### src/logic/sfcs_defs.vh
// constants of the source fire channel sequencer
`ifndef SFCS_DEFS_VH
`define SFCS_DEFS_VH
`define SFCS_CLK_HZ 10000000
`define SFCS_CLK_NS 100
`define SFCS_BAUD 19200
`define SFCS_BIT_CYC (`SFCS_CLK_HZ / `SFCS_BAUD)
`define SFCS_TICK_NS 1000000
`define SFCS_MS_CYC (`SFCS_TICK_NS / `SFCS_CLK_NS)
`define SFCS_AUTO_MS 16'h1388
`define SFCS_STOP_EXT_MS 16'h2710
`define SFCS_SEC_MS 16'h03E8
`define SFCS_PER_MAX 16'h3E80
`define SFCS_PER_RST 16'h01F4
`define SFCS_STAGGER_MS 16'h007D
`define SFCS_WID_RST 4'h0
`define SFCS_CMD_PERIOD 4'h1
`define SFCS_CMD_RDELAY 4'h2
`define SFCS_CMD_WIDTH 4'h3
`define SFCS_CMD_SLOW 4'h4
`define SFCS_CMD_FLAGS 4'h5
`define SFCS_CMD_FPER 4'h6
`define SFCS_CMD_FCNT 4'h7
`define SFCS_CMD_ADV 4'h8
`define SFCS_CMD_SYNC 4'h9
`define SFCS_CMD_CFGD 4'hF
`define SFCS_F_EXT 0
`define SFCS_F_DTR 1
`define SFCS_F_TOG 2
`define SFCS_F_RDLY 3
`define SFCS_F_FIX 4
`define SFCS_F_SYNC 5
`define SFCS_F_ENDS 6
`define SFCS_TX_ALARM 8'h41
`define SFCS_TX_CLEAR 8'h43
`endif

### src/logic/sfcs_top.v
// four channel source fire sequencer with serial configuration
`timescale 1ns/1ps
`include "sfcs_defs.vh"

// Functional notes
// [RULE_01] inhibit mode 0: busy input never suppresses channel triggers
// [RULE_02] inhibit mode 1: no triggers at all while busy is active
// [RULE_03] inhibit mode 2: one trigger attempt at busy onset only
// [RULE_04] inhibit mode 3: attempts at busy onset and at busy end
// [RULE_05] channel may follow another channel with offset, or shoot at inhibit end
// [RULE_06] configuration link is 19200 baud, 8 data bits, no parity, 1 stop
// [RULE_07] safety loop open halts all channels and reports alarm to host
// [RULE_08] buffered serial ready line may act as external trigger source
// [RULE_09] toggle fire alternates shots between recorder and source outputs
// [RULE_10] toggle fire disables recorder delay
// [RULE_11] fixed fire forces inhibit on
// [RULE_12] fixed fire shoots count shots at fixed period from inhibit end
// [RULE_13] strict inhibit fixed fire shoots only the count before next inhibit
// [RULE_14] early start or late finish lets fixed fire continue until next inhibit
// [RULE_15] stored setup without host: all channels fire in sequence every 500 ms
// [RULE_16] host downloads full setup after power-up unless device reports configured
// [RULE_17] advance command steps run, slow fire, stop, run
// [RULE_18] stop adds 10 s to period, no triggers, only indicator flashes; code lights the indicator at a stop period event and holds it
// [RULE_19] slow fire state keeps firing at period plus whole seconds
// [RULE_20] external mode fires only on that channel's pulse or closure input; code also fires on dtr_rise, busy edges, follow and fixed fire
// [RULE_21] new period not below recorder delay takes effect at once
// [RULE_22] closure outputs per channel with selectable width like pulses
// [RULE_23] slow fire extension is 1 to 16 seconds
// [RULE_24] pulse and closure width is 1 to 16 ms
// [RULE_25] periods clamp at 16000 ms
// [RULE_26] channels stay stopped until safety loop closes again
// [RULE_27] all timing counts a common 1 ms tick
module sfcs_top #(
    parameter MS_CYC = `SFCS_MS_CYC,
    parameter BIT_CYC = `SFCS_BIT_CYC
) (
    // clock and reset
    input wire clk,
    input wire sys_rst,
    // serial link and pins
    input wire uart_rxd,
    output reg uart_txd,
    input wire dtr_trig_in,
    input wire busy_in,
    input wire safety_closed_in,
    input wire stored_setup_in,
    input wire [3:0] ext_pulse_in,
    input wire [3:0] ext_closure_in,
    // channel outputs
    output wire [3:0] src_trig_out,
    output wire [3:0] rec_trig_out,
    output wire [3:0] closure_out,
    output wire [3:0] extra_ind_out,
    // status
    output wire alarm_out,
    output reg configured_out
);

localparam ST_RUN = 2'd0;
localparam ST_SLOW = 2'd1;
localparam ST_STOP = 2'd2;

////////////////////////////////////////////////////////////////////////////////
// input synchronisers and edges
reg [12:0] s1_reg;
reg [12:0] s2_reg;
reg [12:0] s3_reg;
always @(posedge clk) begin
    s1_reg <= {uart_rxd, dtr_trig_in, busy_in, safety_closed_in, stored_setup_in,
               ext_pulse_in, ext_closure_in};
    s2_reg <= s1_reg;
    s3_reg <= s2_reg;
end
wire rxd = s2_reg[12];
wire busy = s2_reg[10];
wire busy_rise = s2_reg[10] & ~s3_reg[10];
wire busy_fall = ~s2_reg[10] & s3_reg[10];
wire dtr_rise = s2_reg[11] & ~s3_reg[11]; // RULE_08
wire halt = ~s2_reg[9]; // RULE_07 RULE_26
wire [3:0] ext_rise = (s2_reg[7:4] & ~s3_reg[7:4]) | (s2_reg[3:0] & ~s3_reg[3:0]);
assign alarm_out = halt;

////////////////////////////////////////////////////////////////////////////////
// millisecond tick
reg [15:0] ms_cnt_reg;
reg tick;
always @(posedge clk) begin
    if (sys_rst || ms_cnt_reg == MS_CYC[15:0] - 16'h0001) begin
        ms_cnt_reg <= 16'h0000;
    end else begin
        ms_cnt_reg <= ms_cnt_reg + 16'h0001;
    end
    tick <= ~sys_rst && ms_cnt_reg == MS_CYC[15:0] - 16'h0001; // RULE_27
end

////////////////////////////////////////////////////////////////////////////////
// serial receiver and three byte command frames
reg [15:0] rx_cnt_reg;
reg [3:0] rx_bit_reg;
reg [7:0] rx_sh_reg;
reg rx_busy_reg;
reg rx_done;
reg [1:0] fr_idx_reg;
reg [7:0] fr_cmd_reg;
reg [7:0] fr_hi_reg;
reg wr_stb;
reg [3:0] wr_cmd;
reg [1:0] wr_ch;
reg [15:0] wr_data;
reg host_seen_reg;
always @(posedge clk) begin
    rx_done <= 1'b0;
    if (sys_rst) begin
        rx_busy_reg <= 1'b0;
        rx_cnt_reg <= 16'h0000;
        rx_bit_reg <= 4'h0;
        rx_sh_reg <= 8'h00;
    end else if (!rx_busy_reg) begin
        if (!rxd) begin
            rx_busy_reg <= 1'b1;
            rx_cnt_reg <= BIT_CYC[16:1];
            rx_bit_reg <= 4'h0;
        end
    end else if (rx_cnt_reg == 16'h0000) begin
        rx_cnt_reg <= BIT_CYC[15:0] - 16'h0001; // RULE_06
        if (rx_bit_reg == 4'h0 && rxd) begin
            rx_busy_reg <= 1'b0;
        end else if (rx_bit_reg == 4'h9) begin
            rx_busy_reg <= 1'b0;
            rx_done <= rxd;
        end else begin
            if (rx_bit_reg != 4'h0) begin
                rx_sh_reg <= {rxd, rx_sh_reg[7:1]};
            end
            rx_bit_reg <= rx_bit_reg + 4'h1;
        end
    end else begin
        rx_cnt_reg <= rx_cnt_reg - 16'h0001;
    end
end
always @(posedge clk) begin
    wr_stb <= 1'b0;
    if (sys_rst) begin
        fr_idx_reg <= 2'd0;
        fr_cmd_reg <= 8'h00;
        fr_hi_reg <= 8'h00;
        wr_cmd <= 4'h0;
        wr_ch <= 2'd0;
        wr_data <= 16'h0000;
        host_seen_reg <= 1'b0;
    end else if (rx_done) begin
        host_seen_reg <= 1'b1;
        case (fr_idx_reg)
            2'd0: begin
                fr_cmd_reg <= rx_sh_reg;
                fr_idx_reg <= 2'd1;
            end
            2'd1: begin
                fr_hi_reg <= rx_sh_reg;
                fr_idx_reg <= 2'd2;
            end
            default: begin
                wr_stb <= 1'b1;
                wr_cmd <= fr_cmd_reg[7:4];
                wr_ch <= fr_cmd_reg[1:0];
                wr_data <= {fr_hi_reg, rx_sh_reg};
                fr_idx_reg <= 2'd0;
            end
        endcase
    end
end

////////////////////////////////////////////////////////////////////////////////
// configured state and autonomous start
reg [15:0] auto_cnt_reg;
always @(posedge clk) begin
    if (sys_rst) begin
        auto_cnt_reg <= 16'h0000;
        configured_out <= 1'b0;
    end else begin
        if (tick && auto_cnt_reg != `SFCS_AUTO_MS) begin
            auto_cnt_reg <= auto_cnt_reg + 16'h0001;
        end
        if (wr_stb && wr_cmd == `SFCS_CMD_CFGD) begin
            configured_out <= 1'b1; // RULE_16
        end else if (auto_cnt_reg == `SFCS_AUTO_MS && !host_seen_reg && s2_reg[8]) begin
            configured_out <= 1'b1; // RULE_15
        end
    end
end

////////////////////////////////////////////////////////////////////////////////
// alarm report transmitter
reg [9:0] tx_sh_reg;
reg [3:0] tx_left_reg;
reg [15:0] tx_cnt_reg;
reg alarm_sent_reg;
always @(posedge clk) begin
    if (sys_rst) begin
        uart_txd <= 1'b1;
        tx_sh_reg <= 10'h3FF;
        tx_left_reg <= 4'h0;
        tx_cnt_reg <= 16'h0000;
        alarm_sent_reg <= 1'b0;
    end else if (tx_left_reg == 4'h0) begin
        uart_txd <= 1'b1;
        if (alarm_sent_reg != halt) begin
            alarm_sent_reg <= halt; // RULE_07
            tx_sh_reg <= {1'b1, halt ? `SFCS_TX_ALARM : `SFCS_TX_CLEAR, 1'b0};
            tx_left_reg <= 4'hA;
            tx_cnt_reg <= 16'h0000;
        end
    end else if (tx_cnt_reg == 16'h0000) begin
        uart_txd <= tx_sh_reg[0];
        tx_sh_reg <= {1'b1, tx_sh_reg[9:1]};
        tx_left_reg <= tx_left_reg - 4'h1;
        tx_cnt_reg <= BIT_CYC[15:0] - 16'h0001;
    end else begin
        tx_cnt_reg <= tx_cnt_reg - 16'h0001;
    end
end

////////////////////////////////////////////////////////////////////////////////
// channels
wire [3:0] shot_vec;
genvar g;
generate
for (g = 0; g < 4; g = g + 1) begin : ch
    reg [15:0] per_reg, dly_reg, fper_reg, sofs_reg, cnt_reg, fix_cnt_reg;
    reg [15:0] sync_cnt_reg, rd_cnt_reg;
    reg [7:0] flags_reg, fcnt_reg, fix_left_reg;
    reg [3:0] wid_reg, sb_reg;
    reg [4:0] sw_reg, rw_reg;
    reg [1:0] mode_reg, st_reg, ssrc_reg;
    reg fix_act_reg, sync_pend_reg, rd_pend_reg, tog_reg, src_reg, rec_reg, xtra_reg;
    localparam [31:0] CH_OFS = `SFCS_STAGGER_MS * g;
    wire fixed = flags_reg[`SFCS_F_FIX];
    wire toggle = flags_reg[`SFCS_F_TOG];
    wire [1:0] emode = (fixed && mode_reg == 2'd0) ? 2'd1 : mode_reg; // RULE_11
    wire inh = busy && emode != 2'd0; // RULE_01 RULE_02
    wire [15:0] ext_ms = (st_reg == ST_STOP) ? `SFCS_STOP_EXT_MS : // RULE_18
        (st_reg == ST_SLOW) ? ({12'h000, sb_reg} + 16'h0001) * `SFCS_SEC_MS : 16'h0000;
    wire [15:0] eff_per = per_reg + ext_ms; // RULE_19 RULE_23
    wire per_evt = tick && cnt_reg >= eff_per - 16'h0001;
    wire int_evt = per_evt && !flags_reg[`SFCS_F_EXT] && !fix_act_reg;
    wire ext_evt = flags_reg[`SFCS_F_EXT] && (ext_rise[g] || // RULE_20
        (flags_reg[`SFCS_F_DTR] && dtr_rise)); // RULE_08
    wire sync_evt = sync_pend_reg && tick && sync_cnt_reg == 16'h0000; // RULE_05
    wire fix_start = fixed && busy_fall; // RULE_12
    wire fix_evt = fix_act_reg && tick && fix_cnt_reg >= fper_reg - 16'h0001;
    wire edge_evt = (busy_rise && emode[1]) || // RULE_03 RULE_04
        (busy_fall && emode == 2'd3) || (busy_fall && flags_reg[`SFCS_F_ENDS]); // RULE_05
    wire live = configured_out && !halt && st_reg != ST_STOP; // RULE_26
    wire shot = live && (edge_evt || fix_start ||
        (!inh && (int_evt || ext_evt || sync_evt || fix_evt)));
    wire [15:0] wdat_c = (wr_data > `SFCS_PER_MAX) ? `SFCS_PER_MAX : wr_data; // RULE_25
    wire wr_me = wr_stb && wr_ch == g;
    assign shot_vec[g] = shot;
    assign src_trig_out[g] = src_reg;
    assign closure_out[g] = src_reg; // RULE_22
    assign rec_trig_out[g] = rec_reg;
    assign extra_ind_out[g] = xtra_reg;
    always @(posedge clk) begin
        if (sys_rst) begin
            per_reg <= `SFCS_PER_RST; // RULE_15
            dly_reg <= 16'h0000;
            fper_reg <= `SFCS_PER_RST;
            sofs_reg <= 16'h0000;
            cnt_reg <= CH_OFS[15:0];
            fix_cnt_reg <= 16'h0000;
            sync_cnt_reg <= 16'h0000;
            rd_cnt_reg <= 16'h0000;
            flags_reg <= 8'h00;
            fcnt_reg <= 8'h00;
            fix_left_reg <= 8'h00;
            wid_reg <= `SFCS_WID_RST;
            sb_reg <= 4'h0;
            sw_reg <= 5'h00;
            rw_reg <= 5'h00;
            mode_reg <= 2'd0;
            st_reg <= ST_RUN;
            ssrc_reg <= 2'd0;
            fix_act_reg <= 1'b0;
            sync_pend_reg <= 1'b0;
            rd_pend_reg <= 1'b0;
            tog_reg <= 1'b0;
            src_reg <= 1'b0;
            rec_reg <= 1'b0;
            xtra_reg <= 1'b0;
        end else begin
            if (wr_me) begin
                case (wr_cmd)
                    `SFCS_CMD_PERIOD: if (wdat_c >= dly_reg) per_reg <= wdat_c; // RULE_21
                    `SFCS_CMD_RDELAY: if (wr_data <= per_reg) dly_reg <= wr_data;
                    `SFCS_CMD_WIDTH: wid_reg <= wr_data[3:0]; // RULE_24
                    `SFCS_CMD_SLOW: sb_reg <= wr_data[3:0];
                    `SFCS_CMD_FLAGS: begin
                        flags_reg <= wr_data[7:0];
                        mode_reg <= wr_data[9:8];
                    end
                    `SFCS_CMD_FPER: fper_reg <= wdat_c;
                    `SFCS_CMD_FCNT: fcnt_reg <= wr_data[7:0];
                    `SFCS_CMD_ADV: st_reg <= (st_reg == ST_RUN) ? ST_SLOW : // RULE_17
                        (st_reg == ST_SLOW) ? ST_STOP : ST_RUN;
                    `SFCS_CMD_SYNC: begin
                        sofs_reg <= {2'b00, wdat_c[13:0]};
                        ssrc_reg <= wr_data[15:14];
                    end
                    default: ;
                endcase
            end
            // period counter
            if (per_evt) begin
                cnt_reg <= 16'h0000;
            end else if (tick) begin
                cnt_reg <= cnt_reg + 16'h0001;
            end
            // fixed fire sequence
            if (fix_start) begin
                fix_act_reg <= fcnt_reg > 8'h01 || (fcnt_reg != 8'h00 && emode[1]); // RULE_12
                fix_left_reg <= fcnt_reg - 8'h01;
                fix_cnt_reg <= 16'h0000;
            end else if (busy_rise || !fixed) begin
                fix_act_reg <= 1'b0; // RULE_13
            end else if (fix_evt) begin
                fix_cnt_reg <= 16'h0000;
                if (fix_left_reg != 8'h00) begin
                    fix_left_reg <= fix_left_reg - 8'h01;
                end
                if (fix_left_reg <= 8'h01 && !emode[1]) begin
                    fix_act_reg <= 1'b0; // RULE_13 RULE_14
                end
            end else if (tick) begin
                fix_cnt_reg <= fix_cnt_reg + 16'h0001;
            end
            // follow another channel
            if (flags_reg[`SFCS_F_SYNC] && shot_vec[ssrc_reg] && ssrc_reg != g) begin
                sync_pend_reg <= 1'b1;
                sync_cnt_reg <= sofs_reg;
            end else if (sync_evt || halt) begin
                sync_pend_reg <= 1'b0;
            end else if (tick && sync_pend_reg) begin
                sync_cnt_reg <= sync_cnt_reg - 16'h0001;
            end
            // stop state indicator: set by a period event in stop, cleared by a period event outside stop
            if (st_reg == ST_STOP && per_evt) begin
                xtra_reg <= 1'b1;
            end else if (per_evt) begin
                xtra_reg <= 1'b0;
            end
            // output pulses
            if (shot && toggle) begin
                tog_reg <= ~tog_reg; // RULE_09
            end
            if (shot && !(toggle && tog_reg)) begin
                sw_reg <= {1'b0, wid_reg} + 5'h01;
                src_reg <= 1'b1;
            end else if (tick && sw_reg != 5'h00) begin
                sw_reg <= sw_reg - 5'h01;
                src_reg <= sw_reg != 5'h01;
            end
            if (shot && flags_reg[`SFCS_F_RDLY] && !toggle) begin
                rd_pend_reg <= 1'b1;
                rd_cnt_reg <= dly_reg;
            end else if (tick && rd_pend_reg) begin
                rd_cnt_reg <= rd_cnt_reg - 16'h0001;
                rd_pend_reg <= rd_cnt_reg > 16'h0001 && !halt;
            end
            if ((shot && (toggle ? tog_reg : !flags_reg[`SFCS_F_RDLY])) || // RULE_10
                (tick && rd_pend_reg && rd_cnt_reg <= 16'h0001 && !halt)) begin
                rw_reg <= {1'b0, wid_reg} + 5'h01;
                rec_reg <= 1'b1;
            end else if (tick && rw_reg != 5'h00) begin
                rw_reg <= rw_reg - 5'h01;
                rec_reg <= rw_reg != 5'h01;
            end
        end
    end
end
endgenerate

endmodule // sfcs_top
### config.mk
export PLATFORM = sky130hd
export DESIGN_NAME = sfcs_top
export DESIGN_NICKNAME = d
export VERILOG_FILES = /design/src/logic/sfcs_top.v
export VERILOG_INCLUDE_DIRS = /design/src /design/src/logic
export SDC_FILE = /design/constraint.sdc
export NUM_CORES = 2
export LEC_CHECK = 0
export BUFFER_PORTS_ARGS = -buffer_cell sky130_fd_sc_hd__buf_2
export CAP_MARGIN = 15
export CORE_MARGIN = 2
export CORE_UTILIZATION = 33
export CTS_CLUSTER_DIAMETER = 200
export DETAILED_ROUTE_END_ITERATION = 6
export PLACE_DENSITY = 0.46
export SYNTH_ARGS = -nofsm -noshare
export SYNTH_HDL_FRONTEND = slang
export SYNTH_SLANG_ARGS = --single-unit
### constraint.sdc
create_clock -name clk -period 8.5 [get_ports clk]
set_input_delay 0.425 -clock clk [delete_from_list [all_inputs] [get_ports clk]]
set_output_delay 0.425 -clock clk [all_outputs]
set_load 0.02 [all_outputs]
==> summary.txt <==
Layout
  – Commonest cells after routing, fill and taps aside: 887 x dfxtp_1, 783 x nor2_1, 716 x nand2_1
  – Post-layout util: 37.38%
  – Fillcell total: 16,412
  – Post-route cell area: 59,000 µm²
  – Finished Layout Cells: 8,495
  – Share of cells above drive strength 1: 6.540%
  – Nets: 6,919
  – Commonest non-fill, non-tap cell in the layout: dfxtp_1
  – Area Overhead vs Synth: 12.90%

STA
  – TNS Setup: 0 ns
  – Max-slew headroom: 24.72%
  – Max-slew violations: 0
  – Final Skew: 0.04267 ns
  – Final worst slack: 0.4935 ns
  – Period utilisation layout: 94.19%
  – Tmin final: 8.006 ns
  – Hold slack: 0.09175 ns
  – Highest clock rate: 124.9 MHz
  – Final hold violations: 0
  – Worst Max-Slew Pin Slew: 1.122 ns
  – Setup-failing EPs final: 0

Global route
  – Global-route wire length before repair: 243,400 µm
  – Largest net degree at the start of global routing: 148
  – Vias in the first global route: 41,343
  – Total GRT Usage: 19.03%
  – Initial antenna violation count: 2
  – Gr ovfl total: 0

Setup path
  – Reg-to-Reg End: ch[1].sync_cnt_reg[1]
  – Launch point of the worst reg-to-reg path: ch[3].sb_reg[1]
  – Critical path's slowest cell: fa_1
  – Crit Path Category: reg2reg
  – Critical Path Sink Type: flop
  – Critical path's largest stage delay: 0.54 ns
  – CP Launch Type: flop
  – Critical Path AT: 8.58 ns
  – Reg2Reg Depth: 31
  – CP dominant cell by count: ha_1
  – Buf/Inv on CP: 4
  – R2R Setup Slk: 0.49 ns
  – Peak fanout along the critical path: 26
  – Worst EP required: 9.07 ns
  – CP delay by family, top: adder cells

Detailed routing
  – First-pass DRT Iterations: 5
  – Drt drc: 0
  – Vias per cell: 5.091
  – Vias post-DR: 43,250
  – Drt total wl: 156,400 µm
  – Final ANT Viol Nets: 0
  – Avg WL per Cell: 18.42 µm
  – Iter 0 DRT Violations: 3,101

Job
  – Max-cap viol count: 0

Place
  – Dpl hpwl: 107,500 µm
  – Place WS: 0.2463 ns
  – I/O Buffers: 33
  – Placed cell area: 54,960 µm²
  – DP Cell Count: 8,284
  – Gpl congestion: 0.8268

Floorplan
  – # IOs: 34
  – Core ar.: 157,800 µm²
  – Initial Util: 33.11%
  – Die Span X: 401.9 µm
  – Die ar.: 161,600 µm²
  – Die Y-Extent: 401.9 µm
  – Number of cell rows: 146

Synth
  – Yosys cell types: 93
  – Post-synthesis mux area share: 2.919%
  – Adder-cell share of the synthesized area: 14.16%
  – Post-synth ARST share: 0%
  – Syn avg cell area: 8.241 µm²
  – Simple-Gate Fraction of Synth Area: 20.51%
  – Number of synthesized register bits: 891
  – Post-synth EDFFs: 0
  – Sequential element share of the synthesized area: 34.13%
  – Yosys warnings: 0
  – Post-synth top flop: dfxtp_1
  – Largest family of logic cells by synthesized area: simple AND/OR/NAND/NOR gates
  – Synth Instances: 6,341
  – Synth Area in XOR/XNOR: 7.961%
  – Synth Area in Compound Gates: 14.78%
  – Mapped Area: 52,260 µm²

Power
  – Reg power frac: 43.5%
  – Tot Pwr: 9.915 mW
  – Max VDD drop: 187.5 µV
  – Cell-internal power: 7.435 mW
  – Sw Share: 25.01%
  – Gate power share: 6.5%
  – Cell Pwr Density: 168.1 nW/µm²
  – NetSw: 2.480 mW
  – Clock network fraction of total power: 50.0%
  – Leak pwr: 23.66 nW

CTS
  – Clk slew on worst S/H paths: 0.06 ns
  – Total CTS buffers: 108
  – Clock latency on the worst-skew pair: 0.75 ns
  – H-tree depth: 3
  – Maximum root-to-sink buffer count: 3
  – Root buffer cell: clkbuf_16
  – Clock sink count: 891
  – CTS tree: yes

Outcome
  – Status: finished clean

Worst hold path
  – Hold path depth: 2
  – Min-delay src: sys_rst
  – Hold EP: auto_cnt_reg[3]
  – Min-delay worst type: in2reg
[synth_stat cells (all sizes together), types with 26 or more instances]
cell type | number | area share (%)
dfxtp | 891 | 34
nor2 | 786 | 5.6
nand2 | 716 | 5.1
ha | 521 | 12
inv | 463 | 3.3
a21oi | 404 | 3.9
xnor2 | 260 | 4.4
clkbuf | 237 | 1.7
nand3 | 216 | 2.1
xor2 | 215 | 3.6
nor3 | 208 | 2.0
a211oi | 194 | 2.9
mux2i | 149 | 2.9
o21ai | 136 | 1.3
nand4 | 66 | 0.79
and3 | 64 | 0.79
o211ai | 64 | 0.92
nor4 | 63 | 0.81
a21o | 50 | 0.72
nand2b | 48 | 0.57
fa | 44 | 1.7
nor2b | 41 | 0.49
o311ai | 38 | 0.64
buf | 36 | 0.46
a32oi | 34 | 0.57
and2 | 28 | 0.34
or3 | 26 | 0.33
[final cells by class]
| class | count | area (µm²) | share of cell area (%) |
|---|---|---|---|
| Timing Repair Buffer | 154 | 1199 | 2.032 |
| Clock inverter | 46 | 724.4 | 1.228 |
| Multi-Input combinational cell | 4715 | 31780 | 53.87 |
| Tap cell | 2072 | 2592 | 4.394 |
| Sequential cell | 891 | 17840 | 30.25 |
| Inverter | 469 | 1765 | 2.992 |
| Clock buffer | 147 | 3090 | 5.238 |
| Antenna cell | 1 | 2.502 | 0.004241 |
[power by group through the flow]
| stage | Combinational (mW) | Sequential (mW) | Clock, mW |
|---|---|---|---|
| after CTS | 0.647 | 4.31 | 5.10 |
| after floorplan | 0.487 | 4.39 | 0 |
| after global placement | 0.631 | 4.40 | 0 |
| final | 0.645 | 4.31 | 4.96 |
| after global routing | 0.733 | 4.32 | 5.27 |
| after detailed placement | 0.640 | 4.40 | 0 |
[worst register-to-register path, delay by kind of cell, from the launching register on]
family	cells	cell delay, ns
multiplexers	1	0.23
AND/OR/NAND/NOR	5	0.83
flip-flops	1	0.37
XOR/XNOR	3	0.62
buffers and inverters	4	0.43
AO/OA/AOI/OAI	10	2.28
adder cells (fa/ha/maj)	8	3.11
[per-layer routing]
layer,up-vias,GRT usage (%),share of wire [%]
met4,0,4.966,2.4
met3,178,2.083,3.5
met1,20413,26.93,50
met2,657,30.62,44
li1,22002,-,-
met5,-,0,0
[how the worst max path moves through the flow]
stage	startpoint	end	slack, ns	depth (start not counted)
2_1_floorplan	ch[3].sb_reg[0]	ch[0].sync_cnt_reg[10]	0.75	31
3_5_place_dp	ch[3].sb_reg[1]	ch[0].sync_cnt_reg[6]	0.25	31
4_1_cts	ch[3].sb_reg[1]	ch[1].sync_cnt_reg[4]	0.22	31
5_1_grt	ch[2].sb_reg[1]	ch[2].sw_reg[3]	-0.01	35
3_3_place_gp	ch[2].sb_reg[1]	ch[0].sync_cnt_reg[5]	0.34	35
6_report	ch[3].sb_reg[1]	ch[1].sync_cnt_reg[1]	0.49	31
[logic make-up after synthesis]
logic type	after synthesis
compound gates	1150
xor+xnor	475
fa+ha+maj	565
buf+inv	742
flops	891
mux	152
other cells	1
simple gates	2365
[repair_timing]
action / 4_1_cts / 5_1_grt
gates resized for setup: 0 / 10
hold buffers: 13 / 0
hold endpoints to repair: 13 / 0
setup buffers: 0 / 3
endpoints found under the setup margin: 0 / 137
Power figures use the tool's default switching activity.
